<file path="config.mk">
export PLATFORM = sky130hd
export DESIGN_NAME = pmc_proc_end_flat
export DESIGN_NICKNAME = d
export VERILOG_FILES = /design/src/hdl/pmc_pkg.sv /design/src/hdl/pmc_bus_if.sv /design/src/hdl/pmc_proc_end.sv /design/src/flat_wrapper.sv
export VERILOG_INCLUDE_DIRS = /design/src /design/src/hdl
export SDC_FILE = /design/constraint.sdc
export NUM_CORES = 1
export LEC_CHECK = 0
export ABC_AREA = 1
export BUFFER_PORTS_ARGS = -buffer_cell sky130_fd_sc_hd__buf_2
export CAP_MARGIN = 20
export CORE_MARGIN = 1
export CORE_UTILIZATION = 30
export CTS_BUF_LIST = sky130_fd_sc_hd__clkbuf_8
export CTS_CLUSTER_SIZE = 12
export DETAILED_ROUTE_END_ITERATION = 8
export SLEW_MARGIN = 20
export SYNTH_ARGS = -nofsm -noshare
export SYNTH_HDL_FRONTEND = slang
export SYNTH_SLANG_ARGS = --single-unit
</file>
<file path="constraint.sdc">
create_clock -name i_mclk -period 4 [get_ports i_mclk]
set_input_delay 0.6 -clock i_mclk [delete_from_list [all_inputs] [get_ports i_mclk]]
set_output_delay 0.6 -clock i_mclk [all_outputs]
set_load 0.03 [all_outputs]
</file>
<file path="src/hdl/pmc_regs.svh">
// timing and address constants for the processor memory-cycle bus
`ifndef PMC_REGS_SVH
`define PMC_REGS_SVH
`define PMC_CLK_PERIOD_NS   10
`define PMC_READ_CYCLE_NS   1125
`define PMC_READ_CYCLES     (`PMC_READ_CYCLE_NS / `PMC_CLK_PERIOD_NS)
`define PMC_STROBE_LOW_CYC  4
`define PMC_REG_SPACE_TOP   16'h0010
`endif

</file>
<file path="src/hdl/pmc_pkg.sv">
// types shared by both ends of the memory-cycle bus
package pmc_pkg;
   // device-side cycle states
   typedef enum logic [1:0] {
      PMC_DS_IDLE  = 2'b00,
      PMC_DS_ACK   = 2'b01,
      PMC_DS_DONE  = 2'b10
   } pmc_dev_state_t;
   // processor-side cycle states
   typedef enum logic [2:0] {
      PMC_PS_IDLE  = 3'b000,
      PMC_PS_START = 3'b001,
      PMC_PS_WAIT  = 3'b010,
      PMC_PS_STRL  = 3'b011,
      PMC_PS_END   = 3'b100
   } pmc_proc_state_t;
endpackage

</file>
<file path="src/hdl/pmc_bus_if.sv">
// shared processor bus between processor end and memory end
`timescale 1ns/1ns
`default_nettype none
interface pmc_bus_if #(parameter int AW = 16, parameter int DW = 16);
   logic [AW-1:0] addr;                 // address lines
   logic [DW-1:0] proc_data;            // processor-driven data
   logic          proc_data_oe;         // processor drives data
   logic [DW-1:0] dev_data;             // device-driven data
   logic          dev_data_oe;          // device drives data
   logic          read_not_write;       // direction, high = read
   logic          cycle_start_strobe_n; // cycle start, active low
   logic          memory_strobe_n;      // processor strobe, active low
   logic          memory_ack_n;         // device ack, active low
   logic          processor_bus_drive_n;// processor driving bus
   modport proc (output addr, proc_data, proc_data_oe, read_not_write,
                 cycle_start_strobe_n, memory_strobe_n, processor_bus_drive_n,
                 input dev_data, dev_data_oe, memory_ack_n);
   modport dev  (input addr, proc_data, proc_data_oe, read_not_write,
                 cycle_start_strobe_n, memory_strobe_n, processor_bus_drive_n,
                 output dev_data, dev_data_oe, memory_ack_n);
endinterface
`default_nettype wire

</file>
<file path="src/hdl/pmc_proc_end.sv">
// processor end: issues read and write memory cycles
`timescale 1ns/1ns
`default_nettype none
`include "pmc_regs.svh"
module pmc_proc_end #(
   parameter int AW = 16,
   parameter int DW = 16
) (
   input  wire logic          i_mclk,     // common clock
   input  wire logic          i_srst,     // sync reset
   input  wire logic          i_ce,       // clock enable
   input  wire logic          i_req,      // start a cycle
   input  wire logic          i_rnw,      // 1 = read
   input  wire logic [AW-1:0] i_addr,     // target address
   input  wire logic [DW-1:0] i_wdata,    // write data
   output logic               o_busy,     // cycle running
   output logic               o_done,     // one-cycle completion
   output logic [DW-1:0]      o_rdata,    // latched read data
   pmc_bus_if.proc            bus         // shared bus
);
   import pmc_pkg::*;
   localparam logic [3:0] STRL = 4'(`PMC_STROBE_LOW_CYC); // strobe width sets cycle length
   pmc_proc_state_t st_q, st_d;
   logic [AW-1:0] addr_q, addr_d;         // held address
   logic [DW-1:0] wd_q, wd_d;             // held write data
   logic          rnw_q, rnw_d;           // held direction
   logic          stm_q, stm_d;           // start strobe level
   logic          smc_q, smc_d;           // memory strobe level
   logic          drv_q, drv_d;           // data drive enable
   logic [3:0]    cnt_q, cnt_d;           // strobe low width
   logic [DW-1:0] rd_q, rd_d;             // read data latch
   logic          done_q, done_d;         // done pulse
   logic          busy_q, busy_d;         // cycle running, flopped for the port

   // next-state for the cycle sequencer
   always_comb begin
      st_d = st_q; addr_d = addr_q; wd_d = wd_q; rnw_d = rnw_q;
      stm_d = stm_q; smc_d = smc_q; drv_d = drv_q; cnt_d = cnt_q;
      rd_d = rd_q; done_d = 1'b0;
      unique case (st_q)
         PMC_PS_IDLE: begin
            if (i_req) begin
               // present address, direction, start low
               addr_d = i_addr; wd_d = i_wdata; rnw_d = i_rnw;
               stm_d = 1'b0; drv_d = ~i_rnw;
               st_d = PMC_PS_WAIT;
            end
         end
         PMC_PS_START: st_d = PMC_PS_WAIT;
         PMC_PS_WAIT: begin
            // strobe only once the device has acked
            if (!bus.memory_ack_n) begin
               smc_d = 1'b0; cnt_d = STRL; st_d = PMC_PS_STRL;
            end
         end
         PMC_PS_STRL: begin
            if (cnt_q <= 4'h1) begin
               smc_d = 1'b1; // strobe rising edge
               if (rnw_q) rd_d = bus.dev_data;
               st_d = PMC_PS_END;
            end else cnt_d = cnt_q - 4'h1;
         end
         PMC_PS_END: begin
            // release start, data after strobe high
            stm_d = 1'b1; drv_d = 1'b0; done_d = 1'b1;
            st_d = PMC_PS_IDLE;
         end
         default: st_d = PMC_PS_IDLE; // illegal codes recover
      endcase
      // taken from the next state so the flop matches the state it reports
      busy_d = (st_d != PMC_PS_IDLE);
   end

   // register the sequencer; common clock for both ends
   always_ff @(posedge i_mclk) begin
      if (i_srst) begin
         st_q <= PMC_PS_IDLE; addr_q <= '0; wd_q <= '0; rnw_q <= 1'b1;
         stm_q <= 1'b1; smc_q <= 1'b1; drv_q <= 1'b0; cnt_q <= 4'h0;
         rd_q <= '0; done_q <= 1'b0;
         busy_q <= 1'b0;
      end else if (i_ce) begin
         st_q <= st_d; addr_q <= addr_d; wd_q <= wd_d; rnw_q <= rnw_d;
         stm_q <= stm_d; smc_q <= smc_d; drv_q <= drv_d; cnt_q <= cnt_d;
         rd_q <= rd_d; done_q <= done_d;
         busy_q <= busy_d;
      end
   end

   assign bus.addr                  = addr_q;
   assign bus.proc_data             = wd_q;
   assign bus.proc_data_oe          = drv_q;
   assign bus.read_not_write        = rnw_q;
   assign bus.cycle_start_strobe_n  = stm_q;
   assign bus.memory_strobe_n       = smc_q;
   assign bus.processor_bus_drive_n = ~drv_q;
   assign o_busy  = busy_q;
   assign o_done  = done_q;
   assign o_rdata = rd_q;
endmodule
`default_nettype wire

</file>
<file path="src/flat_wrapper.sv">
// flat-port wrapper written by rule: the top's interface ports become plain ports
module pmc_proc_end_flat import pmc_pkg::*;
#(
   parameter int AW = 16,
   parameter int DW = 16
)
  (i_mclk, i_srst, i_ce, i_req, i_rnw, i_addr, i_wdata, o_busy, o_done, o_rdata, bus_addr, bus_proc_data, bus_proc_data_oe, bus_read_not_write, bus_cycle_start_strobe_n, bus_memory_strobe_n, bus_processor_bus_drive_n, bus_dev_data, bus_dev_data_oe, bus_memory_ack_n);
  pmc_bus_if #(.AW(AW), .DW(DW)) bus_i ();
  input  wire logic i_mclk;
  input  wire logic i_srst;
  input  wire logic i_ce;
  input  wire logic i_req;
  input  wire logic i_rnw;
  input  wire logic [AW-1:0] i_addr;
  input  wire logic [DW-1:0] i_wdata;
  output logic o_busy;
  output logic o_done;
  output logic [DW-1:0] o_rdata;
  output wire logic [$bits(bus_i.addr)-1:0] bus_addr;
  output wire logic [$bits(bus_i.proc_data)-1:0] bus_proc_data;
  output wire logic [$bits(bus_i.proc_data_oe)-1:0] bus_proc_data_oe;
  output wire logic [$bits(bus_i.read_not_write)-1:0] bus_read_not_write;
  output wire logic [$bits(bus_i.cycle_start_strobe_n)-1:0] bus_cycle_start_strobe_n;
  output wire logic [$bits(bus_i.memory_strobe_n)-1:0] bus_memory_strobe_n;
  output wire logic [$bits(bus_i.processor_bus_drive_n)-1:0] bus_processor_bus_drive_n;
  input wire logic [$bits(bus_i.dev_data)-1:0] bus_dev_data;
  input wire logic [$bits(bus_i.dev_data_oe)-1:0] bus_dev_data_oe;
  input wire logic [$bits(bus_i.memory_ack_n)-1:0] bus_memory_ack_n;
  assign bus_addr = bus_i.addr;
  assign bus_proc_data = bus_i.proc_data;
  assign bus_proc_data_oe = bus_i.proc_data_oe;
  assign bus_read_not_write = bus_i.read_not_write;
  assign bus_cycle_start_strobe_n = bus_i.cycle_start_strobe_n;
  assign bus_memory_strobe_n = bus_i.memory_strobe_n;
  assign bus_processor_bus_drive_n = bus_i.processor_bus_drive_n;
  assign bus_i.dev_data = bus_dev_data;
  assign bus_i.dev_data_oe = bus_dev_data_oe;
  assign bus_i.memory_ack_n = bus_memory_ack_n;
  pmc_proc_end #(.AW(AW), .DW(DW)) u_core (.i_mclk(i_mclk), .i_srst(i_srst), .i_ce(i_ce), .i_req(i_req), .i_rnw(i_rnw), .i_addr(i_addr), .i_wdata(i_wdata), .o_busy(o_busy), .o_done(o_done), .o_rdata(o_rdata), .bus(bus_i));
endmodule
</file>
==> impl_metrics.ini, run 1 <==
[setup_path]
timing_worst_setup_path_type = register to register
cp-start-kind = register
ff2ff_path_depth = 6
timing.critical_path.to_type = register
crit_required_ns = 4.18
crit_fanout = 36
arrival_ns = 2.48
worstReg2RegStart = u_core.st_q[2]
startpoint = u_core.st_q[2]

[detailed_routing]
drtPass1Iterations = 4
wire_per_inst_um = 10.78
antenna_left = 0
vias_per_cell = 4.408
via_count = 2279
drt_iter0_markers = 67
drt_wl_total_um = 5573
drc_errors = 0

[clock_tree]
cts_tree = yes
cts-resized-gates = 0
cts_root_buf = clkbuf_8
cts.sinks = 61
htree_levels = 3
cts.clk_slew.worst_paths_ns = 0.07
cts_buffers = 9
clkLatencyLatePin_ns = 0.33
post_cts_buffers = 0
cts_hold_buf = 0
clk_path_buf_depth = 2

[grt]
globalRouteMet2Util_pct = 23.54
met1_usage_pct = 16.31
grt-busiest-layer = met2
grtUsageMet3_pct = 6.768
grt_pass1_wl_um = 9384
grt_pass1_vias = 2111
grt_max_degree = 55
grt.total_usage_pct = 14.23
grt.overflow.total = 0
grt_antenna_before_repair = 0

[timing]
finalSetupTns_ns = 0
worst_pin_slew_ns = 0.7238
setup_viol = 0
maxSlewHeadroom_pct = 51.69
rsz0062_at_grt = no
hold-worst-slack_ns = 0.4537
hold_violations = 0
fmax_ghz = 0.4346
skew_ns = 0.009977
min_period_ns = 2.301
slew_viol_final = 0
fin_crit_sh_pct = 57.52

[logic_synthesis]
synth_cell_types = 22
synth_compound_area_share_pct = 12.97
ys_seq_area_share_pct = 52.53
ys_ff_latch = 61
synthTopCellsByCount = nand2_1, dfxtp_1, a21oi_1
synth_edf_count = 0
synth-adder-area-share_pct = 1.076
yosysWarnings = 0
synthArstFlopShare_pct = 0
synth_nets = 365
synth_top_family_by_area = simple AND/OR/NAND/NOR gates
yosysMostFrequentCell = nand2_1
yosys-top-cells-area = dfxtp_1, nand2_1, a21oi_1
syn_area_mm2 = 0.002325
synthCells = 308
avgSynthCellArea_um2 = 7.548
yosys_most_used_dff = dfxtp_1
synth_top_area_share_pct = 52.53
yosys.area.top_type = dfxtp_1
synthMuxAreaShare_pct = 0
synthSimpleGateAreaFrac_pct = 26.26
synth-xor-area-share_pct = 0.3767

[cells_and_area]
final_nets = 470
drive_gt1_share_pct = 30.86
synthToLayoutAreaGrowth_pct = 33.64
antenna_cells = 0
fillCellCount = 780
ff_latch_area_mm2 = 0.001221
multi_input_area_um2 = 945.9
utilization_pct = 42.16

[placed_design]
dp_hpwl_um = 3744
place.port_buffers = 108
gp_congestion = 0.7453

[floorplan]
num_rows = 31
coreArea_mm2 = 0.007370
fp.dieArea_mm2 = 0.008105
num_io_pins = 110
start_util_pct = 31.54
dieWidth_um = 90.03
die_height_um = 90.03

[min_path]
min_path_type = register to register
hold_path_depth = 2
min_from = u_core.bus.cycle_start_strobe_n

[power_and_ir_drop]
ir_worst_vdd_mv = 0.2384
p_clk_share_pct = 39.5
cellPowerDensity_mw_per_mm2 = 429.1
share_comb_of_total_power_pct = 12.2
p_sw_mw = 0.3503
swShare_pct = 26.28
p_int_mw = 0.9828
seqPwrFrac_pct = 48.3
leakage_nw = 1.452

[run]
drv_cap = 0

[status]
status = complete, no violations
[critical path, stage by stage, from the launching register on]
cell and delay, ns:
dfxtp_1 0.39, nor2_1 0.19, nand3_2 0.58, inv_2 0.70
nand2_1 0.15, nand2_1 0.09, a21oi_1 0.04
[metal layers]
metal / up-vias / part of all wire [%]
li1: 1192 / -
met1: 1000 / 44
met2: 81 / 47
met5: - / 0
met4: 0 / 0.93
met3: 6 / 8.8
[layout make-up]
type | count | share of cell area (%)
inverters | 20 | 2.416
multi-input cells | 212 | 30.45
well taps | 99 | 3.987
clock inverters | 6 | 1.772
clock buffers | 10 | 4.430
flip-flops and latches | 61 | 39.31
repair buffers | 109 | 17.64
[cell usage in the layout, fill, tap and decap left out, drive strengths merged]
| master | n |
|---|---|
| o21ai | 4 |
| clkinvlp | 1 |
| nand4 | 2 |
| nor2 | 13 |
| bufinv | 1 |
| xnor2 | 1 |
| dfxtp | 61 |
| nand3 | 11 |
| a21oi | 55 |
| nand2 | 120 |
| inv | 22 |
| buf | 109 |
| clkinv | 2 |
| clkbuf | 10 |
| a31oi | 1 |
| ha | 2 |
| nor3 | 3 |
[logic make-up (layout without fill, tap and decap cells)]
logic type	after synthesis	in the layout
xor+xnor	1	1
fa+ha+maj	2	2
flops	61	61
simple gates	149	149
buf+inv	35	145
compound gates	60	60
[state kept, by name (all words and copies together) (netlist names)]
signal / count
u_core.o_done: 1
u_core.bus.read_not_write: 1
u_core.o_busy: 1
u_core.bus.proc_data: 16
u_core.cnt_q: 4
u_core.bus.memory_strobe_n: 1
u_core.o_rdata: 16
u_core.bus.cycle_start_strobe_n: 1
u_core.bus.addr: 16
u_core.bus.proc_data_oe: 1
u_core.st_q: 3
[worst paths after layout]
check	end	slack (ns)
worst max-delay path	u_core.bus.proc_data_oe	1.70
worst min register to register	u_core.bus.cycle_start_strobe_n	0.45
worst min-delay path	u_core.bus.cycle_start_strobe_n	0.45
worst max register to register	u_core.bus.proc_data_oe	1.70
[power by group through the flow]
stage	sequential, mW	combinational [mW]	clock, mW
after detailed placement	0.657	0.165	0
after global placement	0.656	0.164	0
after global routing	0.646	0.180	0.578
after floorplan	0.694	0.0691	0
after CTS	0.643	0.165	0.548
final	0.643	0.163	0.527
[metrics by stage]
| step | instances | total power, mW | cell area [um^2] | setup WS, ns |
|---|---|---|---|---|
| 6_report | 517 | 1.333 | 3107 | 1.699 |
| 2_1_floorplan | 308 | 0.7634 | 2325 | 2.503 |
| 5_1_grt | 517 | 1.404 | 3107 | 1.376 |
| 4_1_cts | 517 | 1.356 | 3107 | 1.617 |
| 3_5_place_dp | 501 | 0.8216 | 2914 | 1.326 |
| 3_3_place_gp | 501 | 0.8200 | 2914 | 1.330 |
No activity file was read; power rests on OpenSTA's default activity.
==> inputs of run 2 (changes only) <==
Clock period 4 ns to 2.24 ns, I/O delays scaled along.
==> impl_metrics.ini, run 2 (synthesized netlist as in run 1, its figures left out) <==
[clock_tree]
cts_hold_buf = 0
cts_root_buf = clkbuf_8
cts.sinks = 61
clk_path_buf_depth = 2
cts.clk_slew.worst_paths_ns = 0.07
cts-resized-gates = 0
post_cts_buffers = 0
clkLatencyLatePin_ns = 0.34
htree_levels = 3
cts_buffers = 9
cts_tree = yes

[setup_path]
timing_worst_setup_path_type = register to register
r2r_end = u_core.o_rdata[0]
crit_path_end = u_core.o_rdata[0]
cp-start-kind = register
timing.critical_path.to_type = register
ff2ff_path_depth = 9
startpoint = u_core.cnt_q[0]
worstReg2RegStart = u_core.cnt_q[0]
arrival_ns = 2.04
ff2ff_setup_slack_ns = 0.41
crit_required_ns = 2.44
crit_fanout = 16

[cells_and_area]
synthToLayoutAreaGrowth_pct = 35.95
layout_commonest_cell = nand2_1
multi_input_area_um2 = 945.9
final_cell_mix = nand2_1, buf_2, dfxtp_1
fillCellCount = 790
ff_latch_area_mm2 = 0.001221
antenna_cells = 0
drive_gt1_share_pct = 31.67
final_nets = 472

[floorplan]
fp.dieArea_mm2 = 0.008105
die_height_um = 90.03
num_rows = 31
start_util_pct = 31.54
dieWidth_um = 90.03
num_io_pins = 110
coreArea_mm2 = 0.007370

[power_and_ir_drop]
leakage_nw = 1.470
ir_worst_vdd_mv = 0.4411
cellPowerDensity_mw_per_mm2 = 809.6

[timing]
fmax_ghz = 0.5453
finalSetupTns_ns = 0
worst_pin_slew_ns = 0.6257
maxSlewHeadroom_pct = 58.17
fin_crit_sh_pct = 81.87
min_period_ns = 1.834
setup_ws_ns = 0.4060
rsz0062_at_grt = no
skew_ns = 0.007896
hold_violations = 0
slew_viol_final = 0
setup_viol = 0

[detailed_routing]
drtPass1Iterations = 4
wire_per_inst_um = 11.17
vias_per_cell = 4.464
antenna_left = 0
drt_wl_total_um = 5798
drc_errors = 0
drt_iter0_markers = 88
via_count = 2317

[grt]
globalRouteMet2Util_pct = 24.17
grt-busiest-layer = met2
met1_usage_pct = 17.37
grt_pass1_vias = 2111
grt.total_usage_pct = 14.94
grt.overflow.total = 0
grt_max_degree = 36
grt_antenna_before_repair = 0
grt_pass1_wl_um = 9729
grtUsageMet3_pct = 7.276

[placed_design]
place.port_buffers = 108
dpl_worst_slack_ns = 0.4014
dp_hpwl_um = 3947
gp_congestion = 0.7826

[status]
status = complete, no violations

[run]
drv_cap = 0

[min_path]
min_path_type = input pin to register
-- run 2: worst max-delay path, cell delays in order, from the launching register on --
cell     delay [ns]
dfxtp_1        0.35
inv_1          0.07
ha_1           0.17
inv_1          0.05
nand2_1        0.05
nand2_1        0.14
nor2_1         0.12
nand3_1        0.46
nand2_1        0.20
a21oi_1        0.08
-- run 2: layer usage --
metal  up-vias  routed length [um]
li1       1191                   -
met3         7                 521
met1      1031                2553
met5         -                   0
met4         0                  58
met2        88                2664
-- run 2: worst min-delay path by stage --
| stage | cells after the start | endpoint | start |
|---|---|---|---|
| after floorplan | 2 | u_core.bus.read_not_write | i_rnw |
| after global placement | 2 | u_core.bus.cycle_start_strobe_n | u_core.bus.cycle_start_strobe_n |
| after detailed placement | 2 | u_core.bus.memory_strobe_n | u_core.bus.memory_strobe_n |
| after CTS | 3 | u_core.bus.proc_data[14] | i_wdata[14] |
| after global routing | 3 | u_core.o_rdata[15] | bus_dev_data[15] |
| final | 3 | u_core.bus.read_not_write | i_rnw |
-- run 2: per-stage QoR --
stage	cells	hold WS (ns)	instance area, um^2	total power, mW	utilization [%]
after global placement	503	0.4399	2929	1.467	39.75
after floorplan	308	0.4676	2325	1.363	-
after global routing	519	0.2168	3161	2.687	42.89
after CTS	519	0.2153	3161	2.598	42.89
after detailed placement	503	0.4485	2929	1.472	39.75
final	519	0.2324	3161	2.559	42.89
-- run 2: power by group --
| part | internal, mW | leakage (nW) | switching (mW) |
|---|---|---|---|
| sequential | 1.12 | 0.496 | 0.0241 |
| combinational | 0.100 | 0.861 | 0.196 |
| clock | 0.664 | 0.113 | 0.450 |
| total | 1.89 | 1.47 | 0.670 |
-- run 2: final cells by class --
cell class                      instances  share of cell area (%)
Clock buffer                           10                   4.355
Clock inverter                          6                   2.969
Inverter                               20                   2.375
Multi-Input combinational cell        212                   29.93
Sequential cell                        61                   38.64
Tap cell                               99                   3.919
Timing Repair Buffer                  111                   17.81
